$ cat src/core/phy_cfg_pkg.sv
// Constants shared by the strap, indicator and reset control logic
package phy_cfg_pkg;
	// Register indices; byte address on the bus is four times the index
	localparam int unsigned ADDR_W = 14;
	localparam logic [11:0] IDX_BASIC_MODE_CONTROL = 12'h000;
	localparam logic [11:0] IDX_INDICATOR_CONFIG_ONE = 12'h018;
	localparam logic [11:0] IDX_GLOBAL_CONTROL = 12'h01F;
	localparam logic [11:0] IDX_STRAP_STATUS = 12'h020;
	localparam logic [11:0] IDX_FIBER_CONTROL = 12'hC00;
	localparam logic [11:0] FIBER_BLOCK_BASE = 12'hC00;
	localparam logic [11:0] FIBER_BLOCK_MASK = 12'h0FF;

	// Field positions
	localparam int unsigned BIT_SOFT_RESET = 15;
	localparam int unsigned BIT_GLOBAL_RESET = 15;
	localparam int unsigned BIT_GLOBAL_RESTART = 14;
	localparam int unsigned BIT_STS_IEEE_BUSY = 15;
	localparam int unsigned BIT_STS_GLOBAL_BUSY = 14;
	localparam int unsigned BIT_STS_RESTART_BUSY = 13;
	localparam int unsigned BIT_STS_VALID = 12;
	localparam int unsigned BIT_STS_LINK_LOSS = 8;
	localparam int unsigned IND_FIELD_W = 4;

	// Reset values
	localparam logic [15:0] BMC_RST_VAL = 16'h1140;
	localparam logic [15:0] FIBER_CTRL_RST_VAL = 16'h1140;
	localparam logic [15:0] GLOBAL_CTRL_RST_VAL = 16'h0000;

	// Operating mode strap codes
	localparam logic [2:0] MODE_RGMII_COPPER = 3'h0;
	localparam logic [2:0] MODE_RGMII_1000X = 3'h1;
	localparam logic [2:0] MODE_RGMII_100FX = 3'h2;
	localparam logic [2:0] MODE_RGMII_SGMII = 3'h3;
	localparam logic [2:0] MODE_MC_1000 = 3'h4;
	localparam logic [2:0] MODE_MC_100 = 3'h5;
	localparam logic [2:0] MODE_SGMII_COPPER = 3'h6;
	localparam logic [2:0] MODE_SGMII_RGMII = 3'h7;

	// Indicator function codes, one nibble per indicator
	localparam logic [3:0] IND_LINK = 4'h0;
	localparam logic [3:0] IND_ACT = 4'h1;
	localparam logic [3:0] IND_TX = 4'h2;
	localparam logic [3:0] IND_RX = 4'h3;
	localparam logic [3:0] IND_LINK_ACT = 4'h4;
	localparam logic [3:0] IND_ON = 4'h5;
	localparam logic [3:0] IND_OFF = 4'h6;
	localparam logic [3:0] IND_FIBER_LINK = 4'h7;

	// Default indicator configuration per mode group
	localparam logic [15:0] IND_CFG_DEF_COPPER = 16'h0140;
	localparam logic [15:0] IND_CFG_DEF_CONVERT = 16'h0170;
	localparam logic [15:0] IND_CFG_DEF_BRIDGE = 16'h0610;

	// Copper link speed codes
	localparam logic [1:0] SPEED_10 = 2'h0;
	localparam logic [1:0] SPEED_100 = 2'h1;
	localparam logic [1:0] SPEED_1000 = 2'h2;

	// Timing
	localparam int unsigned CLK_PERIOD_NS = 40;
	localparam int unsigned SOFT_RESET_NS = 1000;
	localparam int unsigned SOFT_RESET_CYC =
		(SOFT_RESET_NS + CLK_PERIOD_NS - 1) / CLK_PERIOD_NS;
	localparam int unsigned STRAP_SETTLE_CYC = 4;
endpackage

$ cat src/core/strap_capture.sv
// Strap synchroniser, latch and auto-negotiation decode
`timescale 1ns/1ps
module strap_capture #(
	parameter int unsigned SETTLE_CYC = phy_cfg_pkg::STRAP_SETTLE_CYC
) (
	input wire logic i_clk,
	input wire logic i_rst_n,
	input wire logic [2:0] i_mode_pin,
	input wire logic [2:0] i_ind_pin,
	input wire logic i_loss_pin,
	output logic [2:0] o_mode,
	output logic [2:0] o_ind,
	output logic o_loss,
	output logic o_valid,
	output logic o_advert_1000,
	output logic o_advert_100,
	output logic o_advert_10,
	output logic o_auto_mdix,
	output logic o_downshift_en,
	output logic o_copper_aneg_en,
	output logic o_fiber_aneg_en
);
	logic [6:0] sync1_r;
	logic [6:0] sync2_r;
	logic [3:0] settle_r;
	logic [6:0] adv;

	// Decode {1000,100,10,mdix,downshift,copper aneg,fiber aneg}
	function automatic logic [6:0] decode(input logic [2:0] m,
		input logic [2:0] s);
		logic [1:0] sel;
		logic fx;
		sel = {s[2], s[1]};
		fx = ~s[0];
		decode = 7'h00;
		case (m)
			phy_cfg_pkg::MODE_MC_1000: begin
				if (sel == 2'h0)
					decode = 7'h6A | {6'h00, fx};
				else
					decode = {6'h00, fx};
			end
			phy_cfg_pkg::MODE_MC_100: begin
				if (sel == 2'h0)
					decode = 7'h3A;
				else if (sel == 2'h3)
					decode = 7'h2A;
			end
			phy_cfg_pkg::MODE_RGMII_COPPER,
			phy_cfg_pkg::MODE_SGMII_COPPER: begin
				case ({s[0], sel})
					3'h0: decode = 7'h7E;
					3'h1: decode = 7'h6E;
					3'h2: decode = 7'h3E;
					default: decode = 7'h00;
				endcase
			end
			phy_cfg_pkg::MODE_RGMII_1000X,
			phy_cfg_pkg::MODE_RGMII_100FX: decode = {6'h00, fx};
			default: decode = 7'h00;
		endcase
	endfunction

	// Two-flop synchroniser on all strap pins
	always_ff @(posedge i_clk or negedge i_rst_n) begin
		if (!i_rst_n) begin
			sync1_r <= 7'h00;
			sync2_r <= 7'h00;
		end else begin
			sync1_r <= {i_loss_pin, i_ind_pin, i_mode_pin};
			sync2_r <= sync1_r;
		end
	end

	// Settle count after reset release before the one-time latch
	always_ff @(posedge i_clk or negedge i_rst_n) begin
		if (!i_rst_n)
			settle_r <= 4'h0;
		else if (!o_valid)
			settle_r <= settle_r + 4'h1;
	end

	assign adv = decode(sync2_r[2:0], sync2_r[5:3]);

	// Latch straps once per hardware reset; nothing else clears them
	always_ff @(posedge i_clk or negedge i_rst_n) begin
		if (!i_rst_n) begin
			o_valid <= 1'b0;
			o_mode <= 3'h0;
			o_ind <= 3'h0;
			o_loss <= 1'b0;
			{o_advert_1000, o_advert_100, o_advert_10, o_auto_mdix,
				o_downshift_en, o_copper_aneg_en, o_fiber_aneg_en} <= 7'h00;
		end else if (!o_valid && settle_r == SETTLE_CYC[3:0]) begin
			o_valid <= 1'b1;
			o_mode <= sync2_r[2:0];
			o_ind <= sync2_r[5:3];
			o_loss <= sync2_r[6];
			{o_advert_1000, o_advert_100, o_advert_10, o_auto_mdix,
				o_downshift_en, o_copper_aneg_en, o_fiber_aneg_en} <= adv;
		end
	end

	AST_MC1000_ADVERT: assert property (@(posedge i_clk) disable iff (!i_rst_n)
		o_valid && o_mode == phy_cfg_pkg::MODE_MC_1000 && o_ind[2:1] == 2'h0
		|-> o_advert_1000 && o_advert_100 && !o_advert_10 && o_auto_mdix)
		else $error("gigabit converter advert wrong");
	AST_MC1000_NO_DOWNSHIFT: assert property (@(posedge i_clk) disable iff (!i_rst_n)
		o_valid && o_mode == phy_cfg_pkg::MODE_MC_1000 |-> !o_downshift_en)
		else $error("gigabit converter may downshift");
	AST_STRAP_HELD: assert property (@(posedge i_clk) disable iff (!i_rst_n)
		o_valid |=> o_valid && $stable(o_mode) && $stable(o_ind))
		else $error("latched strap changed");
endmodule // strap_capture

$ cat src/core/phy_strap_led_reset_control.sv
// Strap, indicator and reset control with APB register access
//
// Design decision made here: register access over APB.
`timescale 1ns/1ps
// What this block does
// - Gigabit converter with selects 00 advertises 1000/100 with auto crossover
// - Link-loss strap low enables loss passthrough in the converter modes, high disables it
// - Gigabit converter never downshifts copper to 100 Mb/s
// - Three indicators with defaults chosen by the latched mode strap
// - Indicator functions are selected by indicator_config_one at 18h
// - Indicator active-high if its strap read low, active-low if high
// - Forced-speed RGMII-to-SGMII bridge offers no link indication
// - Bridge modes show activity, tx or rx only, from the RGMII side
// - Gigabit converter link indicator shows only a 1000 Mb/s copper link
// - 100 Mb/s converter link indicator shows only a 100 Mb/s copper link
// - Hardware reset restores all registers and re-samples straps
// - Bit 15 of basic_mode_control resets only the IEEE registers
// - Global bit 15 resets circuits and registers, keeps latched straps
// - Global bit 14 restarts circuits but keeps register contents
// - In fiber modes the fiber block appears at the low addresses
module phy_strap_led_reset_control #(
	parameter int unsigned RESET_CYC = phy_cfg_pkg::SOFT_RESET_CYC
) (
	input wire logic i_clk,
	input wire logic i_rst_n,
	input wire logic i_psel,
	input wire logic i_penable,
	input wire logic i_pwrite,
	input wire logic [phy_cfg_pkg::ADDR_W-1:0] i_paddr,
	input wire logic [31:0] i_pwdata,
	output logic [31:0] o_prdata,
	output logic o_pready,
	output logic o_pslverr,
	input wire logic [2:0] i_operating_mode_strap,
	input wire logic i_link_loss_strap,
	input wire logic [2:0] i_indicator_pin_in,
	output logic [2:0] o_indicator_pin_out,
	output logic [2:0] o_indicator_pin_oe,
	input wire logic i_link_up,
	input wire logic [1:0] i_link_speed,
	input wire logic i_fiber_link,
	input wire logic i_tx_act,
	input wire logic i_rx_act,
	input wire logic i_rgmii_tx_act,
	input wire logic i_rgmii_rx_act,
	output logic o_advert_1000,
	output logic o_advert_100,
	output logic o_advert_10,
	output logic o_auto_mdix,
	output logic o_downshift_en,
	output logic o_copper_aneg_en,
	output logic o_fiber_aneg_en,
	output logic o_link_loss_pass_en,
	output logic o_ieee_reset,
	output logic o_core_reset,
	output logic o_core_restart,
	output logic o_strap_valid
);
	typedef enum logic [1:0] {ST_IDLE, ST_IEEE, ST_GLOBAL, ST_RESTART} act_t;

	localparam int RST_MAX = 40;

	act_t state_r;
	logic [7:0] cnt_r;
	logic [15:0] basic_mode_control_r;
	logic [15:0] fiber_control_r;
	logic [15:0] indicator_config_one_r;
	logic [15:0] global_control_r;
	logic [2:0] mode;
	logic [2:0] ind_strap;
	logic loss_strap;
	logic strap_seen_r;
	logic load_def;
	logic fiber_mode;
	logic bridge_mode;
	logic busy;
	logic [11:0] idx;
	logic [11:0] eff_idx;
	logic addr_ok;
	logic setup;
	logic wr;
	logic [15:0] wdat;
	logic [15:0] rd_val;
	logic rd_hit;
	logic link_sig;
	logic tx_sig;
	logic rx_sig;
	logic [2:0] ind_active;

	strap_capture u_strap (
		.i_clk(i_clk),
		.i_rst_n(i_rst_n),
		.i_mode_pin(i_operating_mode_strap),
		.i_ind_pin(i_indicator_pin_in),
		.i_loss_pin(i_link_loss_strap),
		.o_mode(mode),
		.o_ind(ind_strap),
		.o_loss(loss_strap),
		.o_valid(o_strap_valid),
		.o_advert_1000(o_advert_1000),
		.o_advert_100(o_advert_100),
		.o_advert_10(o_advert_10),
		.o_auto_mdix(o_auto_mdix),
		.o_downshift_en(o_downshift_en),
		.o_copper_aneg_en(o_copper_aneg_en),
		.o_fiber_aneg_en(o_fiber_aneg_en)
	);

	// Default indicator layout for the latched operating mode
	function automatic logic [15:0] ind_default(input logic [2:0] m);
		case (m)
			phy_cfg_pkg::MODE_MC_1000,
			phy_cfg_pkg::MODE_MC_100,
			phy_cfg_pkg::MODE_RGMII_1000X,
			phy_cfg_pkg::MODE_RGMII_100FX:
				ind_default = phy_cfg_pkg::IND_CFG_DEF_CONVERT;
			phy_cfg_pkg::MODE_RGMII_SGMII,
			phy_cfg_pkg::MODE_SGMII_RGMII:
				ind_default = phy_cfg_pkg::IND_CFG_DEF_BRIDGE;
			default: ind_default = phy_cfg_pkg::IND_CFG_DEF_COPPER;
		endcase
	endfunction

	// Evaluate one indicator function code
	function automatic logic ind_eval(input logic [3:0] f, input logic lk,
		input logic tx, input logic rx, input logic fl);
		case (f)
			phy_cfg_pkg::IND_LINK: ind_eval = lk;
			phy_cfg_pkg::IND_ACT: ind_eval = tx | rx;
			phy_cfg_pkg::IND_TX: ind_eval = tx;
			phy_cfg_pkg::IND_RX: ind_eval = rx;
			phy_cfg_pkg::IND_LINK_ACT: ind_eval = lk & ~(tx | rx);
			phy_cfg_pkg::IND_ON: ind_eval = 1'b1;
			phy_cfg_pkg::IND_FIBER_LINK: ind_eval = fl;
			default: ind_eval = 1'b0;
		endcase
	endfunction

	// Mode groups from the latched strap
	assign fiber_mode = (mode == phy_cfg_pkg::MODE_RGMII_1000X) ||
		(mode == phy_cfg_pkg::MODE_RGMII_100FX);
	assign bridge_mode = (mode == phy_cfg_pkg::MODE_RGMII_SGMII) ||
		(mode == phy_cfg_pkg::MODE_SGMII_RGMII);
	assign busy = (state_r != ST_IDLE);

	// Loss passthrough only in the converter modes, low strap enables it
	assign o_link_loss_pass_en = !loss_strap &&
		((mode == phy_cfg_pkg::MODE_MC_1000) ||
		(mode == phy_cfg_pkg::MODE_MC_100));

	// APB decode; fiber block folds onto the low addresses
	assign idx = i_paddr[phy_cfg_pkg::ADDR_W-1:2];
	assign addr_ok = (i_paddr[1:0] == 2'h0);
	assign eff_idx = (fiber_mode && idx[11:8] == 4'h0 &&
		((idx | phy_cfg_pkg::FIBER_BLOCK_BASE) ==
		phy_cfg_pkg::IDX_FIBER_CONTROL)) ?
		(idx | phy_cfg_pkg::FIBER_BLOCK_BASE) : idx;
	assign setup = i_psel && !i_penable;
	assign o_pready = i_psel && i_penable;
	assign wr = i_psel && i_penable && i_pwrite && addr_ok && !busy;
	assign wdat = i_pwdata[15:0];

	// Read mux; self-clearing bits read back as the action in progress
	always_comb begin
		rd_val = 16'h0000;
		rd_hit = addr_ok;
		case (eff_idx)
			phy_cfg_pkg::IDX_BASIC_MODE_CONTROL: begin
				rd_val = basic_mode_control_r;
				rd_val[phy_cfg_pkg::BIT_SOFT_RESET] = (state_r == ST_IEEE);
			end
			phy_cfg_pkg::IDX_FIBER_CONTROL: begin
				rd_val = fiber_control_r;
				rd_val[phy_cfg_pkg::BIT_SOFT_RESET] = (state_r == ST_IEEE);
			end
			phy_cfg_pkg::IDX_INDICATOR_CONFIG_ONE:
				rd_val = indicator_config_one_r;
			phy_cfg_pkg::IDX_GLOBAL_CONTROL: begin
				rd_val = global_control_r;
				rd_val[phy_cfg_pkg::BIT_GLOBAL_RESET] = (state_r == ST_GLOBAL);
				rd_val[phy_cfg_pkg::BIT_GLOBAL_RESTART] =
					(state_r == ST_RESTART);
			end
			phy_cfg_pkg::IDX_STRAP_STATUS: begin
				rd_val[2:0] = mode;
				rd_val[6:4] = ind_strap;
				rd_val[phy_cfg_pkg::BIT_STS_LINK_LOSS] = loss_strap;
				rd_val[phy_cfg_pkg::BIT_STS_VALID] = o_strap_valid;
				rd_val[phy_cfg_pkg::BIT_STS_RESTART_BUSY] = (state_r == ST_RESTART);
				rd_val[phy_cfg_pkg::BIT_STS_GLOBAL_BUSY] = (state_r == ST_GLOBAL);
				rd_val[phy_cfg_pkg::BIT_STS_IEEE_BUSY] = (state_r == ST_IEEE);
			end
			default: rd_hit = 1'b0;
		endcase
	end

	// Read data and error are captured in the setup cycle
	always_ff @(posedge i_clk or negedge i_rst_n) begin
		if (!i_rst_n) begin
			o_prdata <= 32'h0000_0000;
			o_pslverr <= 1'b0;
		end else if (setup) begin
			o_prdata <= (rd_hit && !i_pwrite) ? {16'h0000, rd_val} : 32'h0000_0000;
			o_pslverr <= !rd_hit;
		end
	end

	// Reset/restart sequencer; global reset wins over restart
	always_ff @(posedge i_clk or negedge i_rst_n) begin
		if (!i_rst_n) begin
			state_r <= ST_IDLE;
			cnt_r <= 8'h00;
		end else begin
			case (state_r)
				ST_IDLE: begin
					if (wr && eff_idx == phy_cfg_pkg::IDX_GLOBAL_CONTROL &&
						wdat[phy_cfg_pkg::BIT_GLOBAL_RESET]) begin
						state_r <= ST_GLOBAL;
						cnt_r <= RESET_CYC[7:0];
					end else if (wr && eff_idx == phy_cfg_pkg::IDX_GLOBAL_CONTROL &&
						wdat[phy_cfg_pkg::BIT_GLOBAL_RESTART]) begin
						state_r <= ST_RESTART;
						cnt_r <= RESET_CYC[7:0];
					end else if (wr && wdat[phy_cfg_pkg::BIT_SOFT_RESET] &&
						(eff_idx == phy_cfg_pkg::IDX_BASIC_MODE_CONTROL ||
						eff_idx == phy_cfg_pkg::IDX_FIBER_CONTROL)) begin
						state_r <= ST_IEEE;
						cnt_r <= RESET_CYC[7:0];
					end
				end
				ST_IEEE, ST_GLOBAL, ST_RESTART: begin
					if (cnt_r == 8'h01)
						state_r <= ST_IDLE;
					cnt_r <= cnt_r - 8'h01;
				end
				default: state_r <= ST_IDLE;
			endcase
		end
	end

	// Reset strobes to the rest of the device
	assign o_ieee_reset = (state_r == ST_IEEE);
	assign o_core_reset = (state_r == ST_GLOBAL);
	assign o_core_restart = (state_r == ST_RESTART);

	// Indicator defaults load once the straps are first latched
	always_ff @(posedge i_clk or negedge i_rst_n) begin
		if (!i_rst_n)
			strap_seen_r <= 1'b0;
		else if (o_strap_valid)
			strap_seen_r <= 1'b1;
	end
	assign load_def = o_strap_valid && !strap_seen_r;

	// IEEE registers: hardware, IEEE and global resets restore defaults
	always_ff @(posedge i_clk or negedge i_rst_n) begin
		if (!i_rst_n) begin
			basic_mode_control_r <= phy_cfg_pkg::BMC_RST_VAL;
			fiber_control_r <= phy_cfg_pkg::FIBER_CTRL_RST_VAL;
		end else if (state_r == ST_IEEE || state_r == ST_GLOBAL) begin
			basic_mode_control_r <= phy_cfg_pkg::BMC_RST_VAL;
			fiber_control_r <= phy_cfg_pkg::FIBER_CTRL_RST_VAL;
		end else if (wr && !wdat[phy_cfg_pkg::BIT_SOFT_RESET]) begin
			if (eff_idx == phy_cfg_pkg::IDX_BASIC_MODE_CONTROL)
				basic_mode_control_r <= wdat;
			if (eff_idx == phy_cfg_pkg::IDX_FIBER_CONTROL)
				fiber_control_r <= wdat;
		end
	end

	// Extended registers: only hardware and global resets restore them
	always_ff @(posedge i_clk or negedge i_rst_n) begin
		if (!i_rst_n) begin
			indicator_config_one_r <= phy_cfg_pkg::IND_CFG_DEF_COPPER;
			global_control_r <= phy_cfg_pkg::GLOBAL_CTRL_RST_VAL;
		end else if (load_def || state_r == ST_GLOBAL) begin
			indicator_config_one_r <= ind_default(mode);
			global_control_r <= phy_cfg_pkg::GLOBAL_CTRL_RST_VAL;
		end else if (wr) begin
			if (eff_idx == phy_cfg_pkg::IDX_INDICATOR_CONFIG_ONE)
				indicator_config_one_r <= wdat;
			if (eff_idx == phy_cfg_pkg::IDX_GLOBAL_CONTROL &&
				!wdat[phy_cfg_pkg::BIT_GLOBAL_RESET] &&
				!wdat[phy_cfg_pkg::BIT_GLOBAL_RESTART])
				global_control_r <= wdat;
		end
	end

	// Link source per mode; forced bridge gives none
	always_comb begin
		case (mode)
			phy_cfg_pkg::MODE_MC_1000:
				link_sig = i_link_up && i_link_speed == phy_cfg_pkg::SPEED_1000;
			phy_cfg_pkg::MODE_MC_100:
				link_sig = i_link_up && i_link_speed == phy_cfg_pkg::SPEED_100;
			phy_cfg_pkg::MODE_RGMII_SGMII:
				link_sig = i_link_up && o_copper_aneg_en;
			phy_cfg_pkg::MODE_RGMII_1000X,
			phy_cfg_pkg::MODE_RGMII_100FX: link_sig = i_fiber_link;
			default: link_sig = i_link_up;
		endcase
	end

	// Bridges report activity seen on the RGMII side
	assign tx_sig = bridge_mode ? i_rgmii_tx_act : i_tx_act;
	assign rx_sig = bridge_mode ? i_rgmii_rx_act : i_rx_act;

	// Per-indicator function from its nibble of indicator_config_one
	always_comb begin
		for (int i = 0; i < 3; i++)
			ind_active[i] = ind_eval(indicator_config_one_r[i*4 +: 4],
				link_sig, tx_sig, rx_sig, i_fiber_link);
	end

	// Pin drive: polarity from the strap, released until straps latch
	always_ff @(posedge i_clk or negedge i_rst_n) begin
		if (!i_rst_n) begin
			o_indicator_pin_out <= 3'h0;
			o_indicator_pin_oe <= 3'h0;
		end else begin
			o_indicator_pin_oe <= {3{o_strap_valid}};
			if (busy && state_r != ST_IEEE)
				o_indicator_pin_out <= ind_strap; // Dark during global reset and restart
			else
				o_indicator_pin_out <= ind_active ^ ind_strap;
		end
	end

	AST_POLARITY: assert property (@(posedge i_clk) disable iff (!i_rst_n)
		o_strap_valid && !busy && $past(o_strap_valid) && !$past(busy)
		|=> o_indicator_pin_out == ($past(ind_active) ^ ind_strap))
		else $error("indicator polarity wrong");
	AST_BRIDGE_FORCED_NO_LINK: assert property (@(posedge i_clk)
		disable iff (!i_rst_n)
		mode == phy_cfg_pkg::MODE_RGMII_SGMII && !o_copper_aneg_en |-> !link_sig)
		else $error("forced bridge shows link");
	AST_BRIDGE_RGMII_ACT: assert property (@(posedge i_clk)
		disable iff (!i_rst_n)
		bridge_mode |-> tx_sig == i_rgmii_tx_act && rx_sig == i_rgmii_rx_act)
		else $error("bridge activity not from RGMII");
	AST_MC1000_LINK: assert property (@(posedge i_clk) disable iff (!i_rst_n)
		mode == phy_cfg_pkg::MODE_MC_1000 && i_link_speed != phy_cfg_pkg::SPEED_1000
		|-> !link_sig)
		else $error("gigabit converter link at wrong speed");
	AST_MC100_LINK: assert property (@(posedge i_clk) disable iff (!i_rst_n)
		mode == phy_cfg_pkg::MODE_MC_100 && i_link_speed != phy_cfg_pkg::SPEED_100
		|-> !link_sig)
		else $error("100M converter link at wrong speed");
	AST_IEEE_RESET: assert property (@(posedge i_clk) disable iff (!i_rst_n)
		$rose(o_ieee_reset) |-> basic_mode_control_r == $past(basic_mode_control_r)
		##1 basic_mode_control_r == phy_cfg_pkg::BMC_RST_VAL &&
		$stable(indicator_config_one_r))
		else $error("IEEE reset touched wrong registers");
	AST_GLOBAL_KEEPS_STRAP: assert property (@(posedge i_clk)
		disable iff (!i_rst_n)
		o_core_reset |=> $stable(mode) && $stable(ind_strap) &&
		global_control_r == phy_cfg_pkg::GLOBAL_CTRL_RST_VAL)
		else $error("global reset lost straps or registers");
	AST_RESTART_KEEPS_REGS: assert property (@(posedge i_clk)
		disable iff (!i_rst_n)
		o_core_restart |=> $stable(indicator_config_one_r) &&
		$stable(basic_mode_control_r))
		else $error("restart altered register file");
	AST_SELF_CLEAR: assert property (@(posedge i_clk) disable iff (!i_rst_n)
		$rose(busy) |-> ##[1:RST_MAX] !busy)
		else $error("reset action never ends");
	AST_FIBER_MAP: assert property (@(posedge i_clk) disable iff (!i_rst_n)
		fiber_mode && idx == phy_cfg_pkg::IDX_BASIC_MODE_CONTROL
		|-> eff_idx == phy_cfg_pkg::IDX_FIBER_CONTROL)
		else $error("fiber block not folded");
endmodule // phy_strap_led_reset_control

$ cat config.mk
export PLATFORM = sky130hd
export DESIGN_NAME = phy_strap_led_reset_control
export DESIGN_NICKNAME = d
export VERILOG_FILES = /design/src/core/phy_cfg_pkg.sv /design/src/core/strap_capture.sv /design/src/core/phy_strap_led_reset_control.sv
export SDC_FILE = /design/constraint.sdc
export NUM_CORES = 1
export LEC_CHECK = 0
export BUFFER_PORTS_ARGS = -buffer_cell sky130_fd_sc_hd__buf_2
export CAP_MARGIN = 40
export CORE_MARGIN = 2
export CORE_UTILIZATION = 40
export CTS_CLUSTER_SIZE = 10
export DETAILED_ROUTE_END_ITERATION = 7
export PLACE_DENSITY = 0.63
export SYNTH_ARGS = -nofsm -noshare
export SYNTH_HDL_FRONTEND = slang
export SYNTH_HIERARCHICAL = 1
export SYNTH_SLANG_ARGS = --single-unit
$ cat constraint.sdc
create_clock -name i_clk -period 2.7 [get_ports i_clk]
set_input_delay 0.54 -clock i_clk [delete_from_list [all_inputs] [get_ports i_clk]]
set_output_delay 0.54 -clock i_clk [all_outputs]
set_load 0.005 [all_outputs]
# Word level (Yosys, flattened, before mapping)
# Index checks and enable logic that the tools add are counted.
[totals]
in_bits = 66
register_bits = 141
[classes]
muxes = 44
add_sub_neg = 2
n_bitwise = 5
n_reduce_logical = 68
n_eq_ne = 46
[op_table]
columns = ["operator", "count"]
rows = [
  ["$mux W15", 6],
  ["$mux W16", 4],
  ["$mux W14", 3],
  ["$eq A4 B3 Y1 const B", 10],
  ["$pmux W3 S5", 2],
  ["$pmux W7 S4", 1],
  ["$eq A12 B5 Y1 const B", 2],
  ["$eq A4 B2 Y1 const B", 6],
  ["$mux W8", 3],
  ["$logic_and A1 B1 Y1", 23],
  ["$pmux W11 S2", 1],
  ["$pmux W1 S7", 3],
  ["$pmux W7 S3", 1],
  ["$pmux W4 S5", 1],
  ["$eq A3 B3 Y1 const B", 6],
  ["$logic_not A4 Y1", 4],
  ["$pmux W8 S2", 1],
  ["$mux W7", 2],
  ["$reduce_bool A2 Y1", 7],
  ["$eq A12 B12 Y1 const B", 1],
  ["$eq A12 B6 Y1 const B", 1],
  ["$eq A3 B2 Y1 const B", 4],
  ["$eq A4 B1 Y1 const B", 3],
  ["$logic_not A12 Y1", 1],
  ["32 further kinds", 69],
]

# Logic depth before layout (Yosys ltp)
# Gate-level depths: netlist of the first run.
[logic_depth]
word_depth = 12
mapped_depth = 9
mapped_depth_nobuf = 7

# Cells and area by module
# The synthesis of the first run kept the hierarchy.
[modules_own_cells]
columns = ["module", "area_per_inst_um2", "seq_area_each_um2", "cells_each", "instances"]
rows = [
  ["phy_strap_led_reset_control", 4958.5, 2312.2, 520, 1],
  ["strap_capture", 1223.7, 775.7, 98, 1],
]

# Least setup slack after synthesis of the first run
# No wires, ideal clock.
[synth_timing]
path_type = "input port to flip-flop"
start = "input port i_paddr[9] (netlist name)"
end = "register global_control_r[10]"
setup_time_ns = 0.136
required_time_ns = 2.564
stages = 7
slack_ns = 0.105
t_arrival_ns = 2.459
path_buffers = 2
cell_sequence = "or4_4 or4_1 or4_1 buf_2 buf_6 nand2_1 a21oi_1"
[synth_via]
elab_chain_cells = 8
[synth_rtl]
columns = ["element", "line_no", "rtl"]
rows = [
  ["from (decl)", "phy_strap_led_reset_control.sv:29", "input wire logic [phy_cfg_pkg::ADDR_W-1:0] i_paddr,"],
  ["$logic_not A10 Y1", "phy_strap_led_reset_control.sv:155", "((idx | phy_cfg_pkg::FIBER_BLOCK_BASE) =="],
  ["$logic_and A1 B1 Y1", "phy_strap_led_reset_control.sv:154", "assign eff_idx = (fiber_mode && idx[11:8] == 4'h0 &&"],
  ["$mux W12 (*)", "phy_strap_led_reset_control.sv:156", "phy_cfg_pkg::IDX_FIBER_CONTROL)) ?"],
  ["$eq A12 B5 Y1 (*)", "phy_strap_led_reset_control.sv:282", "if (eff_idx == phy_cfg_pkg::IDX_GLOBAL_CONTROL &&"],
  ["$logic_and A1 B1 Y1 (*)", "phy_strap_led_reset_control.sv:282", ""],
  ["$logic_and A1 B1 Y1 (*)", "phy_strap_led_reset_control.sv:283", "!wdat[phy_cfg_pkg::BIT_GLOBAL_RESET] &&"],
  ["$reduce_bool A2 Y1 (no line) (*)", "-", ""],
  ["$reduce_and A2 Y1 (no line) (*)", "-", ""],
  ["to (signal assigned)", "phy_strap_led_reset_control.sv:275", "global_control_r <= phy_cfg_pkg::GLOBAL_CTRL_RST_VAL;"],
  ["to (signal assigned)", "phy_strap_led_reset_control.sv:278", "global_control_r <= phy_cfg_pkg::GLOBAL_CTRL_RST_VAL;"],
  ["to (signal assigned)", "phy_strap_led_reset_control.sv:285", "global_control_r <= wdat;"],
  ["to (decl)", "phy_strap_led_reset_control.sv:68", "logic [15:0] global_control_r;"],
]
# Every way passes the cells marked *; elsewhere a longest branch is shown, timed or not.
# A chain may end at the register's enable or synchronous reset.

# Worst setup path in the final report of the first run
[layout_timing]
start = "input port i_paddr[9] (netlist name)"
end = "register global_control_r[12]"
# The elaborated chain is that of the path after synthesis.

==> impl_metrics.tcl, run 1 <==
set metrics [dict create \
    swShare 0.264 \
    holdCritPathClass "in -> async" \
    cp-end-kind "register" \
    grt_pass1_wl_mm 26.0 \
    grt_use_total 0.204 \
    post_cts.repair.setup_buffers 0 \
    path_cells "buf_2 > or4_4 > or4_1 > or4_1 > buf_4 > nand2_1 > a21oi_1" \
    cts_tree "built" \
    layout_common_cells "nand2_1, dfrtp_1, buf_2" \
    clock_latency_ns 0.42 \
    wl_per_cell_microns 17.5 \
    finalCriticalPeriod_ns 2.30 \
    critPathRequiredTime_ns 2.96 \
    place_area_sq_um 6900 \
    final_cell_area_sq_um 7490 \
    seq_power_share 0.434 \
    initial_core_util 0.408 \
    die_area_sq_um 16500 \
    rsz0062_at_grt "no" \
    setup_viol 0 \
    dp_hpwl_mm 11.8 \
    maxSlewViolCount 0 \
    h-tree-depth 4 \
    dr_total_vias 5104 \
    leakage_nw 3.45 \
    synth_edf_count 0 \
    antenna_cells 0 \
    r2r_setup_slack_ns 0.68 \
    synth_cell_types 73 \
    die_w_microns 128 \
    ir_drop_uv 459 \
    drt-total-wl_mm 16.1 \
    drt_iter0_markers 307 \
    p_int_mw 3.49 \
    syn_to_final_growth_pct 21.1 \
    critical_path.startpoint_type "input port" \
    final_nets 796 \
    timing.fmax_mhz 434 \
    drive_above_1_share 0.257 \
    grt_max_degree 54 \
    grt_pass1_vias 5030 \
    clockBufferDepth 2 \
    status "completed" \
    synth_seq_area_share 0.499 \
    cp_slowest_cell "or4_1" \
    syn_area_sq_um 6180 \
    syn_avg_cell_area_sq_um 10.0 \
    ant_nets 0 \
    cts_hold_buf 0 \
    antenna_found_initial 0 \
    hold_violations 0 \
    cts-buffers-inserted 17 \
    power_switching_mw 1.25 \
    die_y_microns 128 \
    crit_top_cell "or4_1" \
    ys.flop_type "dfrtp_1" \
    crit_arrival_ns 2.56 \
    place.gp.congestion 0.880 \
    dr.pass1.iters 5 \
    critPathKind "in -> reg" \
    finalHoldWorstSlack_ns 0.166 \
    ys_warn_count 6 \
    core-area_sq_um 15100 \
    port-buffer-count 85 \
    cp_max_fo 14 \
    skew_ns 0.0117 \
    drcViolationCount 0 \
    rows 45 \
    vias_per_cell 5.55 \
    ctsResizeCount 0 \
    final_util 0.494 \
    grt_overflow_total 0 \
    cts-root-buf "clkbuf_16" \
    clkPwrFrac 0.475 \
    synth_cells 618 \
    fin_crit_sh 0.853 \
    async_reset_ff_frac 1.00 \
    slew_headroom 0.483 \
    critical-path-top-delay-family "simple AND/OR/NAND/NOR gates" \
    tightest_slew_ns 0.776 \
    layout_commonest_cell "nand2_1" \
    max_stage_delay_ns 0.57 \
    pin_count 118 \
    combPwrFrac 0.090 \
    maxCapViolations 0 \
    critPathBufInv 2 \
    power_density_nw_per_um2 634 \
    ys_seq_elements 123 \
    cts_num_sinks 123 \
    clk_pin_slew_worst_paths_ns 0.06 \
]
-- routing by layer --
layer / track usage / vias to the layer above / wire length [microns]
met1: 0.267 / 2498 / 7180
li1: - / 2419 / -
met3: 0.0543 / 21 / 909
met4: 0.0705 / 0 / 258
met2: 0.329 / 166 / 7750
met5: 0 / - / 0
-- Yosys cell counts, types with 5 or more instances --
cell | count | area [sq um]
nand2_1 | 117 | 439
o21ai_0 | 7 | 35.0
ha_1 | 11 | 138
o21ai_1 | 17 | 85.1
buf_2 | 12 | 60.1
dfrtp_1 | 115 | 2880
a21oi_1 | 42 | 210
inv_1 | 12 | 45.0
nand2b_1 | 14 | 87.6
or3b_2 | 5 | 43.8
nand3_1 | 6 | 30.0
clkbuf_1 | 15 | 56.3
a221oi_1 | 14 | 123
xnor2_1 | 10 | 87.6
a22oi_1 | 11 | 82.6
o2bb2ai_1 | 10 | 87.6
nor4_1 | 11 | 68.8
nor2_1 | 17 | 63.8
a31oi_1 | 6 | 37.5
a22o_1 | 24 | 210
dfstp_2 | 8 | 210
and2_1 | 5 | 31.3
buf_4 | 22 | 165
mux2i_1 | 5 | 50.1
o22ai_1 | 6 | 37.5
o22a_1 | 7 | 61.3
a21o_1 | 6 | 45.0
-- power by group through the flow --
| stage | clock (mW) | sequential (mW) | combinational, mW |
|---|---|---|---|
| after floorplan | 0 | 2.07 | 0.282 |
| after global placement | 0 | 2.08 | 0.418 |
| after detailed placement | 0 | 2.09 | 0.432 |
| after CTS | 2.30 | 2.06 | 0.433 |
| after global routing | 2.37 | 2.08 | 0.484 |
| final | 2.25 | 2.06 | 0.429 |
-- cells by family after synthesis --
group | count (synthesis) | share of synthesized area
xor gates and xnor gates | 14 | 0.0198
muxes | 6 | 0.00992
DFF | 123 | 0.499
other | 1 | 0.000607
AOI/OAI and AO/OA | 180 | 0.208
buffers and inverters | 67 | 0.0603
and+or+nand+nor | 216 | 0.179
adders and majority gates | 11 | 0.0223
-- metrics by stage --
step | setup WS, ns | setup TNS, ns | total power [mW] | instances
after floorplan | 0.105 | 0 | 2.35 | 633
after global placement | -0.0189 | -0.229 | 2.50 | 888
after detailed placement | -0.0292 | -0.234 | 2.53 | 888
after CTS | 0.408 | 0 | 4.79 | 920
after global routing | 0.327 | 0 | 4.93 | 920
final | 0.397 | 0 | 4.75 | 920
-- sequential cells by signal, indices dropped and copies added (netlist names) --
name and cells:
indicator_config_one_r 16, o_prdata 16, basic_mode_control_r 15, fiber_control_r 15, global_control_r 14, cnt_r 8, u_strap/sync1_r 7, u_strap/sync2_r 7
u_strap/settle_r 4, o_indicator_pin_out 3, u_strap/o_ind 3, u_strap/o_mode 3, state_r 2, o_indicator_pin_oe 1, o_pslverr 1, strap_seen_r 1
u_strap/o_advert_10 1, u_strap/o_advert_100 1, u_strap/o_advert_1000 1, u_strap/o_downshift_en 1, u_strap/o_fiber_aneg_en 1, u_strap/o_loss 1, u_strap/o_valid 1
-- area by class of cell --
cell class              count  area, sq um
clock buffers              18          439
well taps                 188          235
flip-flops and latches    123         3090
inverters                  12         45.0
clock inverters            14          145
multi-input cells         443         2780
fillers                  1379         7660
repair buffers            122          756
-- final timing paths --
check	startpoint	to	cells after the start
max	i_paddr[9]	global_control_r[12]	7
min	i_rst_n	global_control_r[7]	1
max reg2reg	state_r[1]	basic_mode_control_r[10]	7
min reg2reg	u_strap/sync1_r[3]	u_strap/sync2_r[3]	0
max in group asynchronous	i_rst_n	indicator_config_one_r[6]	2
min in group i_clk	i_operating_mode_strap[0]	u_strap/sync1_r[0]	1
Note: power is estimated with default switching activity, not from simulation.
==> run 2, diff against run 1 <==
==> constraint.sdc (replaced) <==
create_clock -name i_clk -period 2.7 [get_ports i_clk]
set_input_delay 0.27 -clock i_clk [delete_from_list [all_inputs] [get_ports i_clk]]
set_output_delay 0.27 -clock i_clk [all_outputs]
set_load 0.005 [all_outputs]
==> run 2 against run 1 <==
Clock-buffer cell count unchanged. Final cell count shrank 0.22%. Global-route usage is 0.16 points higher. Sequential power hardly changed. Sequential share of layout area decreased by 0.23 points. Utilization up 0.27 points. Largest cell class unchanged. Largest power group unchanged. Highest routed layer unchanged.
==> impl_metrics.tcl, run 2 (same netlist as run 1, synthesis figures left out) <==
set metrics [dict create \
    status "completed" \
    die_y_microns 128 \
    cts-root-buf "clkbuf_16" \
    timing.setup.tns_ns 0 \
    antenna_found_initial 0 \
    skew_ns 0.00874 \
    hold_violations 0 \
    grt_use_total 0.205 \
    dr.pass1.iters 5 \
    cp_slowest_cell "dfrtp_1" \
    wl_per_cell_microns 17.8 \
    port-buffer-count 85 \
    cp_max_fo 7 \
    die_w_microns 128 \
    cts-buffers-inserted 17 \
    cts_num_sinks 123 \
    ctsResizeCount 0 \
    h-tree-depth 4 \
    leakage_nw 3.46 \
    antenna_cells 0 \
    clk_pin_slew_worst_paths_ns 0.06 \
    die_area_sq_um 16500 \
    place.gp.congestion 0.858 \
    drive_above_1_share 0.244 \
    num-fill-cells 1379 \
    layout_commonest_cell "nand2_1" \
    cts_tree "built" \
    setup_viol 0 \
    drt_iter0_markers 391 \
    holdCritPathClass "in -> reg" \
    slew_headroom 0.461 \
    clockBufferDepth 2 \
    maxSlewViolCount 0 \
    layout_common_cells "nand2_1, dfrtp_1, buf_2" \
    critical_path.startpoint_type "register" \
    preCtsSetupSlack_ns 0.218 \
    cts_hold_buf 8 \
    top_regs "indicator_config_one_r (16), o_prdata (16)" \
    rows 45 \
    core-area_sq_um 15100 \
    fin_crit_sh 0.831 \
    crit_arrival_ns 2.55 \
    critPathRequiredTime_ns 3.00 \
    multi_input_area_sq_um 2780 \
    path_cells "inv_1 > ha_1 > nand4_1 > nor2_1 > a21oi_1 > buf_4 > a22o_1" \
    vias_per_cell 5.69 \
    grt_overflow_total 0 \
    initial_core_util 0.408 \
    dr_total_vias 5227 \
    grt_pass1_wl_mm 26.2 \
    drt-total-wl_mm 16.4 \
    ir_drop_uv 499 \
    finalWorstSetupSlack_ns 0.457 \
    final_nets 794 \
    drcViolationCount 0 \
    dp_hpwl_mm 11.9 \
    cp-end-kind "register" \
    post_cts.repair.setup_buffers 0 \
    rsz0062_at_grt "no" \
    critPathKind "reg -> reg" \
    power_density_nw_per_um2 661 \
    finalCriticalPeriod_ns 2.24 \
    max_stage_delay_ns 0.43 \
    regArea_sq_um 3090 \
    timing.fmax_mhz 446 \
    grt_max_degree 62 \
    tightest_slew_ns 0.808 \
    grt_pass1_vias 5089 \
    clock_latency_ns 0.42 \
    ant_nets 0 \
    maxCapViolations 0 \
    syn_to_final_growth_pct 21.8 \
    pin_count 118 \
]
run 2: cell types whose count changed in the layout (fill, tap and decap cells not counted):
cell	change
buf_12	-2
dlygate4sd3_1	+8
clkinv_4	+2
bufinv_16	+3
inv_8	-1
inv_6	-4
buf_4	-8
run 2: worst paths after layout:
path	startpoint	endpoint	slack (ns)	cells past startpoint
worst max register to register	state_r[1]	fiber_control_r[14]	0.46	7
worst min register to register	u_strap/sync1_r[6]	u_strap/sync2_r[6]	0.35	0
max in group asynchronous	i_rst_n	indicator_config_one_r[8]	1.55	3
worst min-delay path	i_pwdata[3]	indicator_config_one_r[3]	0.13	3
min in group asynchronous	i_rst_n	o_prdata[9]	0.39	2
worst max-delay path	state_r[1]	fiber_control_r[14]	0.46	7
run 2: layout make-up:
type	count	share of cell area
clock buffer	18	0.0583
clock inverter	14	0.0274
inverter	12	0.00598
multi-input combinational	443	0.369
sequential	123	0.410
tap	188	0.0313
timing repair buffer	120	0.0977
run 2: power breakdown:
part,internal [mW],switching [mW]
clock network,1.59,0.892
registers,1.97,0.0902
logic,0.204,0.234
total,3.76,1.22
run 2: through the flow:
step | util | hold WS [ns] | std cells | instance area (sq um) | power [mW]
after floorplan | - | -0.0256 | 633 | 6240 | 2.35
after global placement | 0.449 | 0.278 | 877 | 6790 | 2.50
after detailed placement | 0.449 | 0.284 | 878 | 6800 | 2.52
after CTS | 0.497 | 0.110 | 918 | 7530 | 5.02
after global routing | 0.497 | 0.119 | 918 | 7530 | 5.17
final | 0.497 | 0.127 | 918 | 7530 | 4.98
run 2: critical path, delay by kind of cell (launching register included):
family / cells / cell delay (ns)
and+or+nand+nor: 2 / 0.70
adders and majority gates: 1 / 0.18
AOI/OAI and AO/OA: 2 / 0.49
buffers and inverters: 2 / 0.33
DFF: 1 / 0.43
run 2: routing by layer:
layer / vias up / routed length [microns] / part of all wire / global-route usage
li1: 2414 / - / - / -
met1: 2608 / 7060 / 0.43 / 0.260
met2: 184 / 8080 / 0.49 / 0.343
met3: 21 / 943 / 0.058 / 0.0593
met4: 0 / 268 / 0.016 / 0.0608
met5: - / 0 / 0 / 0
